## src/rtl/asu_pkg.sv

```systemverilog
package asu_pkg;
  localparam logic [1:0] ASU_SCALE_X1 = 2'h0;
  localparam logic [1:0] ASU_SCALE_X16 = 2'h1;
  localparam logic [1:0] ASU_SCALE_X32 = 2'h2;
  localparam logic [1:0] ASU_SCALE_X64 = 2'h3;
  localparam logic [6:0] ASU_DIV_X16 = 7'h10;
  localparam logic [6:0] ASU_DIV_X32 = 7'h20;
  localparam logic [6:0] ASU_DIV_X64 = 7'h40;
  localparam logic [3:0] ASU_BASE_BITS = 4'h5;
  localparam logic [7:0] ASU_RX_DATA_RST = 8'hFF;
  localparam int ASU_FIFO_DEPTH = 4;

  typedef struct packed {
    logic [1:0] char_len;
    logic parity_en;
    logic parity_even;
    logic [1:0] clk_scale;
    logic clk_sel_timer;
  } asu_cfg_t;

  typedef struct packed {
    logic [7:0] data;
    logic parity_err;
    logic frame_err;
  } asu_rx_word_t;
endpackage : asu_pkg

```

## src/rtl/asu_fifo.sv

```systemverilog
`timescale 1ns/1ps
`default_nettype none
module asu_fifo #(
  parameter int WIDTH = 8,
  parameter int DEPTH = 4
) (
  input wire logic mclk_i,
  input wire logic nrst_i,
  input wire logic in_valid_i,
  output logic in_ready_o,
  input wire logic [WIDTH-1:0] in_data_i,
  output logic out_valid_o,
  input wire logic out_ready_i,
  output logic [WIDTH-1:0] out_data_o
);
  localparam int AW = (DEPTH > 1) ? $clog2(DEPTH) : 1;
  logic [WIDTH-1:0] mem_reg [DEPTH];
  logic [AW-1:0] wr_reg;
  logic [AW-1:0] rd_reg;
  logic [AW:0] cnt_reg;
  logic push;
  logic pop;

  initial
  begin
    if (DEPTH < 2 || (DEPTH & (DEPTH - 1)) != 0)
      $error("asu_fifo depth must be a power of two");
  end

  assign in_ready_o = (cnt_reg != (AW+1)'(DEPTH));
  assign out_valid_o = (cnt_reg != '0);
  assign push = in_valid_i && in_ready_o;
  assign pop = out_valid_o && out_ready_i;
  assign out_data_o = mem_reg[rd_reg];

  always_ff @(posedge mclk_i)
  begin
    if (push)
      mem_reg[wr_reg] <= in_data_i;
  end

  always_ff @(posedge mclk_i)
  begin
    if (!nrst_i)
    begin
      wr_reg <= '0;
      rd_reg <= '0;
      cnt_reg <= '0;
    end
    else
    begin
      if (push)
        wr_reg <= wr_reg + AW'(1);
      if (pop)
        rd_reg <= rd_reg + AW'(1);
      cnt_reg <= cnt_reg + (AW+1)'(push) - (AW+1)'(pop);
    end
  end
endmodule // asu_fifo
`default_nettype wire

```

## src/rtl/asu_uart.sv

```systemverilog
// Function
// - five to eight bits, parity options, independent
// - one or two stop bits, break
// - recheck low half bit later, except in x1
// - framing error delays next search half bit, except in x1
// - clock from timer input or output
// - divide input clock by 1/16/32/64
// - idle transmit line held high
// - send break holds line low
// - auto start, parity, stop framing
// - unused upper transmit bits ignored
// - transmit changes on scaled clock fall
// - receiver starts only when enabled
// - sample each bit at mid-bit
// - x1 mode samples rising clock edge
// - received byte: data, parity, ones
// - one holding buffer with error flags
// - detect parity, framing, overrun errors
// - errors request interrupt when enabled
// - parity/overrun sticky until status write
// - reading data clears character available
// - buffer empty flag high when empty
// - scale code 00/01/10/11 gives 1/16/32/64
// - length code 00..11 gives 5..8 bits
`timescale 1ns/1ps
`default_nettype none
module asu_uart
  import asu_pkg::*;
#(
  parameter int FIFO_DEPTH = ASU_FIFO_DEPTH
) (
  input wire logic mclk_i,
  input wire logic nrst_i,
  input wire asu_cfg_t cfg_i,
  input wire logic two_stop_i,
  input wire logic tx_en_i,
  input wire logic brk_i,
  input wire logic rx_en_i,
  input wire logic rx_ie_i,
  input wire logic timer_in_i,
  input wire logic timer_out_i,
  input wire logic tx_valid_i,
  output logic tx_ready_o,
  input wire logic [7:0] tx_data_i,
  output logic tx_empty_o,
  input wire logic rx_read_i,
  input wire logic status_wr_i,
  output logic [7:0] rx_data_o,
  output logic rx_avail_o,
  output logic parity_err_o,
  output logic frame_err_o,
  output logic overrun_err_o,
  output logic rx_err_o,
  output logic rx_irq_o,
  input wire logic rxd_i,
  output logic txd_o
);
  typedef enum logic [2:0] {ASU_TX_IDLE, ASU_TX_START, ASU_TX_DATA,
    ASU_TX_PAR, ASU_TX_STOP} asu_tx_state_t;
  typedef enum logic [2:0] {ASU_RX_IDLE, ASU_RX_START, ASU_RX_DATA,
    ASU_RX_PAR, ASU_RX_STOP, ASU_RX_HOLD} asu_rx_state_t;

  initial
  begin
    if (FIFO_DEPTH < 2)
      $error("asu_uart fifo depth too small");
  end

  function automatic logic [3:0] bits_of(input logic [1:0] len);
    bits_of = ASU_BASE_BITS + {2'h0, len};
  endfunction

  // three-stage synchronisers; change accepted when stages 2 and 3 agree
  logic [2:0] clk_sync_reg;
  logic [2:0] rxd_sync_reg;
  logic uclk_reg;
  logic rxd_reg;

  always_ff @(posedge mclk_i)
  begin
    if (!nrst_i)
    begin
      clk_sync_reg <= 3'h0;
      rxd_sync_reg <= 3'h7;
      uclk_reg <= 1'b0;
      rxd_reg <= 1'b1;
    end
    else
    begin
      clk_sync_reg <= {clk_sync_reg[1:0],
        cfg_i.clk_sel_timer ? timer_out_i : timer_in_i};
      rxd_sync_reg <= {rxd_sync_reg[1:0], rxd_i};
      if (clk_sync_reg[1] == clk_sync_reg[2])
        uclk_reg <= clk_sync_reg[2];
      if (rxd_sync_reg[1] == rxd_sync_reg[2])
        rxd_reg <= rxd_sync_reg[2];
    end
  end

  logic uclk_q_reg;
  logic uclk_rise;
  logic uclk_fall;

  always_ff @(posedge mclk_i)
  begin
    if (!nrst_i)
      uclk_q_reg <= 1'b0;
    else
      uclk_q_reg <= uclk_reg;
  end

  assign uclk_rise = uclk_reg && !uclk_q_reg;
  assign uclk_fall = !uclk_reg && uclk_q_reg;

  logic [6:0] div_n;
  always_comb
  begin
    unique case (cfg_i.clk_scale)
      ASU_SCALE_X1: div_n = 7'h01;
      ASU_SCALE_X16: div_n = ASU_DIV_X16;
      ASU_SCALE_X32: div_n = ASU_DIV_X32;
      ASU_SCALE_X64: div_n = ASU_DIV_X64;
    endcase
  end

  // transmit bit clock: divide input falling edges by div_n
  logic [6:0] tdiv_reg;
  logic tx_tick;
  always_ff @(posedge mclk_i)
  begin
    if (!nrst_i)
      tdiv_reg <= 7'h00;
    else if (uclk_fall)
      tdiv_reg <= (tdiv_reg + 7'h01 >= div_n) ? 7'h00 : tdiv_reg + 7'h01;
  end
  assign tx_tick = uclk_fall && (tdiv_reg + 7'h01 >= div_n);

  // transmit buffer
  logic f_valid;
  logic f_ready;
  logic [7:0] f_data;
  asu_fifo #(.WIDTH(8), .DEPTH(FIFO_DEPTH)) u_fifo (
    .mclk_i(mclk_i),
    .nrst_i(nrst_i),
    .in_valid_i(tx_valid_i),
    .in_ready_o(tx_ready_o),
    .in_data_i(tx_data_i),
    .out_valid_o(f_valid),
    .out_ready_i(f_ready),
    .out_data_o(f_data)
  );
  assign tx_empty_o = !f_valid && tx_ready_o;

  asu_tx_state_t tx_st_reg;
  logic [7:0] tsh_reg;
  logic [3:0] tcnt_reg;
  logic tpar_reg;
  logic tline_reg;

  assign f_ready = (tx_st_reg == ASU_TX_IDLE) && tx_en_i && tx_tick;

  always_ff @(posedge mclk_i)
  begin
    if (!nrst_i)
    begin
      tx_st_reg <= ASU_TX_IDLE;
      tsh_reg <= 8'h00;
      tcnt_reg <= 4'h0;
      tpar_reg <= 1'b0;
      tline_reg <= 1'b1;
    end
    else if (tx_tick)
    begin
      unique case (tx_st_reg)
        ASU_TX_IDLE:
        begin
          tline_reg <= 1'b1;
          if (f_valid && tx_en_i)
          begin
            tsh_reg <= f_data;
            tpar_reg <= !cfg_i.parity_even;
            tcnt_reg <= 4'h0;
            tline_reg <= 1'b0;
            tx_st_reg <= ASU_TX_START;
          end
        end
        ASU_TX_START, ASU_TX_DATA:
        begin
          // only the configured low bits reach the line
          tline_reg <= tsh_reg[0];
          tpar_reg <= tpar_reg ^ tsh_reg[0];
          tsh_reg <= {1'b0, tsh_reg[7:1]};
          tcnt_reg <= tcnt_reg + 4'h1;
          tx_st_reg <= ASU_TX_DATA;
          if (tcnt_reg + 4'h1 == bits_of(cfg_i.char_len))
            tx_st_reg <= cfg_i.parity_en ? ASU_TX_PAR : ASU_TX_STOP;
          if (tcnt_reg + 4'h1 == bits_of(cfg_i.char_len))
            tcnt_reg <= 4'h0;
        end
        ASU_TX_PAR:
        begin
          tline_reg <= tpar_reg;
          tx_st_reg <= ASU_TX_STOP;
        end
        ASU_TX_STOP:
        begin
          tline_reg <= 1'b1;
          tcnt_reg <= tcnt_reg + 4'h1;
          if (tcnt_reg == {3'h0, two_stop_i})
            tx_st_reg <= ASU_TX_IDLE;
        end
      endcase
    end
  end

  // break overrides the line at once, regardless of the shifter
  assign txd_o = tline_reg && !brk_i;

  // receiver
  asu_rx_state_t rx_st_reg;
  logic [6:0] rdiv_reg;
  logic [6:0] half_n;
  logic [3:0] rcnt_reg;
  logic [7:0] rsh_reg;
  logic rpar_reg;
  logic rx_tick;
  logic rx_half;

  assign half_n = {1'b0, div_n[6:1]};
  // x1: external party supplies a bit-synchronous clock
  assign rx_tick = (cfg_i.clk_scale == ASU_SCALE_X1) ? uclk_rise
    : (uclk_rise && rdiv_reg + 7'h01 >= div_n);
  assign rx_half = uclk_rise && rdiv_reg + 7'h01 >= half_n;

  asu_rx_word_t hold_reg;
  logic avail_reg;
  logic pe_reg;
  logic fe_reg;
  logic ove_reg;
  logic done;
  logic done_pe;
  logic done_fe;

  always_ff @(posedge mclk_i)
  begin
    if (!nrst_i)
    begin
      rx_st_reg <= ASU_RX_IDLE;
      rdiv_reg <= 7'h00;
      rcnt_reg <= 4'h0;
      rsh_reg <= ASU_RX_DATA_RST;
      rpar_reg <= 1'b0;
    end
    else
    begin
      if (uclk_rise)
        rdiv_reg <= rx_tick ? 7'h00 : rdiv_reg + 7'h01;
      unique case (rx_st_reg)
        ASU_RX_IDLE:
        begin
          rdiv_reg <= 7'h00;
          // x1 has no recheck, so a start is only taken at a sampling edge
          if (rx_en_i && !rxd_reg
            && (rx_tick || cfg_i.clk_scale != ASU_SCALE_X1))
          begin
            rsh_reg <= ASU_RX_DATA_RST;
            rpar_reg <= !cfg_i.parity_even;
            rcnt_reg <= 4'h0;
            rx_st_reg <= (cfg_i.clk_scale == ASU_SCALE_X1)
              ? ASU_RX_DATA : ASU_RX_START;
          end
        end
        ASU_RX_START:
        begin
          if (rx_half)
          begin
            rdiv_reg <= 7'h00;
            rx_st_reg <= rxd_reg ? ASU_RX_IDLE : ASU_RX_DATA;
          end
        end
        ASU_RX_DATA:
        begin
          if (rx_tick)
          begin
            rsh_reg[rcnt_reg[2:0]] <= rxd_reg;
            rpar_reg <= rpar_reg ^ rxd_reg;
            rcnt_reg <= rcnt_reg + 4'h1;
            if (rcnt_reg + 4'h1 == bits_of(cfg_i.char_len))
              rx_st_reg <= cfg_i.parity_en ? ASU_RX_PAR : ASU_RX_STOP;
          end
        end
        ASU_RX_PAR:
        begin
          if (rx_tick)
          begin
            // parity kept in the byte unless eight data bits
            if (rcnt_reg != 4'h8)
              rsh_reg[rcnt_reg[2:0]] <= rxd_reg;
            rpar_reg <= rpar_reg ^ rxd_reg;
            rx_st_reg <= ASU_RX_STOP;
          end
        end
        ASU_RX_STOP:
        begin
          if (rx_tick)
          begin
            rdiv_reg <= 7'h00;
            rx_st_reg <= rxd_reg ? ASU_RX_IDLE : ASU_RX_HOLD;
          end
        end
        ASU_RX_HOLD:
        begin
          if (rx_half || cfg_i.clk_scale == ASU_SCALE_X1)
            rx_st_reg <= ASU_RX_IDLE;
        end
        default: rx_st_reg <= ASU_RX_IDLE;
      endcase
    end
  end

  assign done = (rx_st_reg == ASU_RX_STOP) && rx_tick;
  assign done_fe = !rxd_reg;
  assign done_pe = cfg_i.parity_en && rpar_reg;

  always_ff @(posedge mclk_i)
  begin
    if (!nrst_i)
    begin
      hold_reg <= '{data: ASU_RX_DATA_RST, parity_err: 1'b0,
        frame_err: 1'b0};
      avail_reg <= 1'b0;
    end
    else if (done)
    begin
      hold_reg <= '{data: rsh_reg, parity_err: done_pe,
        frame_err: done_fe};
      avail_reg <= 1'b1;
    end
    else if (rx_read_i)
      avail_reg <= 1'b0;
  end

  // set wins over the clearing write
  always_ff @(posedge mclk_i)
  begin
    if (!nrst_i)
    begin
      pe_reg <= 1'b0;
      fe_reg <= 1'b0;
      ove_reg <= 1'b0;
    end
    else
    begin
      if (done && done_pe)
        pe_reg <= 1'b1;
      else if (status_wr_i)
        pe_reg <= 1'b0;
      if (done && done_fe)
        fe_reg <= 1'b1;
      else if (status_wr_i)
        fe_reg <= 1'b0;
      if (done && avail_reg && !rx_read_i)
        ove_reg <= 1'b1;
      else if (status_wr_i)
        ove_reg <= 1'b0;
    end
  end

  assign rx_data_o = hold_reg.data;
  assign rx_avail_o = avail_reg;
  assign parity_err_o = pe_reg;
  assign frame_err_o = fe_reg;
  assign overrun_err_o = ove_reg;
  assign rx_err_o = pe_reg || fe_reg || ove_reg;
  assign rx_irq_o = rx_ie_i && (rx_err_o || avail_reg);
endmodule // asu_uart
`default_nettype wire

```

## config.mk

```make
export PLATFORM = sky130hd
export DESIGN_NAME = asu_uart
export DESIGN_NICKNAME = d
export VERILOG_FILES = /design/src/rtl/asu_pkg.sv /design/src/rtl/asu_fifo.sv /design/src/rtl/asu_uart.sv
export SDC_FILE = /design/constraint.sdc
export NUM_CORES = 1
export LEC_CHECK = 0
export ABC_AREA = 1
export BUFFER_PORTS_ARGS = -buffer_cell sky130_fd_sc_hd__buf_2
export CORE_MARGIN = 2
export CORE_UTILIZATION = 40
export CTS_CLUSTER_SIZE = 28
export DETAILED_ROUTE_END_ITERATION = 8
export PLACE_DENSITY = 0.55
export SYNTH_ARGS = -nofsm -noshare
export SYNTH_HDL_FRONTEND = slang
export SYNTH_HIERARCHICAL = 1
export SYNTH_SLANG_ARGS = --single-unit
```

## constraint.sdc

```tcl
create_clock -name mclk_i -period 8.3 [get_ports mclk_i]
set_input_delay 1.66 -clock mclk_i [delete_from_list [all_inputs] [get_ports mclk_i]]
set_output_delay 1.66 -clock mclk_i [all_outputs]
set_load 0.01 [all_outputs]
```

==> results.cfg <==
[setup_path]
crit_type = input port to register
endpoint_kind = register
crit_fanout = 8
cp-start-kind = input port
required_ps = 8590
critical_path_arrival_ps = 4720

[synth]
synth_edf_count = 32
synth_cells = 749
synth_cell_type_count = 41
synth_seq_cells = 109
synthArstFlopShare_pct = 0
ys.flop_type = dfxtp_1
syn-cell-area_um2 = 5650
synth_nets = 801
ys_seq_area_share_pct = 44.3
yosysWarningCount = 6
synth.avg_cell_area_um2 = 7.55

[cts]
cts_hold_buf = 0
htree_num_levels = 3
root_buffer = clkbuf_16
cts_setup_buffers = 0
worstSkewPairLatency_ps = 350
cts_sinks = 109
cts_buffer_depth = 2
ctsResizeCount = 0
tritoncts = yes
numCtsBuffers = 9
clkTransAtPathRegs_ps = 80

[cells_and_area]
layout_common_cells = nand2_1, nor2_1, inv_1
final_area_um2 = 6310
final_common_cell = nand2_1
drive_above_1_share_pct = 11.4
antenna_cells = 0
fillCellCount = 1413
largest_register_ffs = 32
areaGrowthSynthToFinish_pct = 11.7
nNetsFinal = 839

[global_routing]
grtUsageMet2_pct = 27.6
grt_pass1_vias = 4381
grt_busiest_layer = met2
grt_antenna_before_repair = 0
grt_first_pass_wirelength_um = 19700
grtUsageMet1_pct = 20.8
grtUsageTotal_pct = 16.5
overflow = 0
grt_use_met3_pct = 3.44
grt_max_degree = 55

[detailed_routing]
detail_route.wl_per_cell_um = 11.8
totalWireLength_um = 11500
drt-initial-drc-count = 279
drtPass1Iterations = 5
ant_nets = 0
vias = 4711
drc = 0
vias_per_cell = 4.85

[placement]
gp_congestion = 0.894
dp_hpwl_um = 8200
pre_cts_slack_ps = 3520
io_buffers = 44
place_area_um2 = 6000

[die]
fp.dieW_um = 123
fp.coreArea_um2 = 13800
row_count = 43
die_area_um2 = 15100
initial_core_util_pct = 40.9
io_pins = 45
die_height_um = 123

[sta]
rsz0062_at_grt = no
fmax_ghz = 0.226
setup_tns_ps = 0
setup_viol = 0
hold_violations = 0
fin_crit_sh_pct = 53.4
fin_skew_ps = 5.19
slew_viol_final = 0
maxSlewHeadroom_pct = 39.2
worst_pin_slew_ps = 909
fin_ws_ps = 3870
fin_crit_ps = 4430

[power]
total_power_uw = 1360
leakagePower_uw = 0.00291
p_per_area_nw_per_um2 = 216
irDropWorstVdd_mv = 0.102

[min_path]
hold_class = register to register

[flow_run]
drv_cap = 0

[outcome]
status = finished, final reports clean
-- cell usage after synthesis (4+ instances only) --
library cell	instances	area, um2
nand2_1	166	623
nor2_1	104	390
inv_1	95	357
dfxtp_1	77	1540
nand3_1	70	350
o21ai_0	45	225
a21oi_1	36	180
edfxtp_1	32	961
ha_1	23	288
xor2_1	11	96.3
o22ai_1	10	62.6
clkbuf_1	8	30.0
xnor2_1	8	70.1
buf_2	6	30.0
nand4_1	6	37.5
inv_2	5	18.8
buf_6	4	45.0
nand3_2	4	40.0
o21ai_2	4	35.0
-- layer usage --
layer,vias up,routed length [um]
met5,-,0
met3,22,422
li1,2490,-
met1,2115,5410
met2,84,5380
met4,0,254
-- where the power goes --
| group | internal, uW | switching (uW) | total [uW] |
|---|---|---|---|
| Clock | 242 | 211 | 453 |
| Sequential | 586 | 21.1 | 608 |
| Combinational | 105 | 199 | 304 |
-- per-stage QoR --
| step | util (%) | instances | hold WS, ps |
|---|---|---|---|
| finish | 45.6 | 972 | 419 |
| global route | 45.6 | 972 | 440 |
| CTS | 45.6 | 972 | 427 |
| detailed placement | 43.4 | 956 | 405 |
| global placement | 43.4 | 956 | 409 |
| floorplan | - | 749 | 390 |
-- worst max-delay path, cell delays in order --
cell	delay (ps)
buf_2	110
inv_1	50
nor2_1	150
inv_1	100
ha_1	310
inv_1	50
nor2_1	110
nand4_1	130
nand3_2	150
inv_1	140
nor2_1	210
nand2_1	80
nor2_1	160
a21boi_0	200
ha_1	250
inv_1	60
ha_1	140
inv_1	50
fa_1	380
nand3_1	100
nand2_1	50
nor2_1	100
-- kinds of logic (layout without fill, tap and decap cells) --
group                    after synthesis  count (layout)  synth area share (%)
buffers and inverters                119             162                  8.63
XOR/XNOR                              19              19                  2.94
AND/OR/NAND/NOR                      370             370                  28.0
adder cells (fa/ha/maj)               24              24                  5.45
AO/OA/AOI/OAI                        107             107                  10.5
flip-flops                           109             109                  44.3
multiplexers                           1               1                 0.177
-- path summary, 6_finish.rpt --
check / from / endpoint / slack, ps / cells past startpoint
hold reg to reg: clk_sync_reg[0] / clk_sync_reg[1] / 420 / 2
setup reg to reg: tdiv_reg[0] / u_fifo/cnt_reg[2] / 4430 / 22
setup / recovery: cfg_i[1] / u_fifo/cnt_reg[2] / 3870 / 22
hold / removal: clk_sync_reg[0] / clk_sync_reg[1] / 420 / 2
-- cell type report --
class | instances | area [um2] | area share (%)
Clock inverter | 7 | 86.3 | 1.37
Clock buffer | 9 | 225 | 3.57
Tap cell | 180 | 225 | 3.57
Multi-Input combinational cell | 521 | 2660 | 42.2
Timing Repair Buffer | 46 | 235 | 3.73
Sequential cell | 109 | 2500 | 39.7
Inverter | 100 | 375 | 5.95
(Power assumes the default switching activity.)
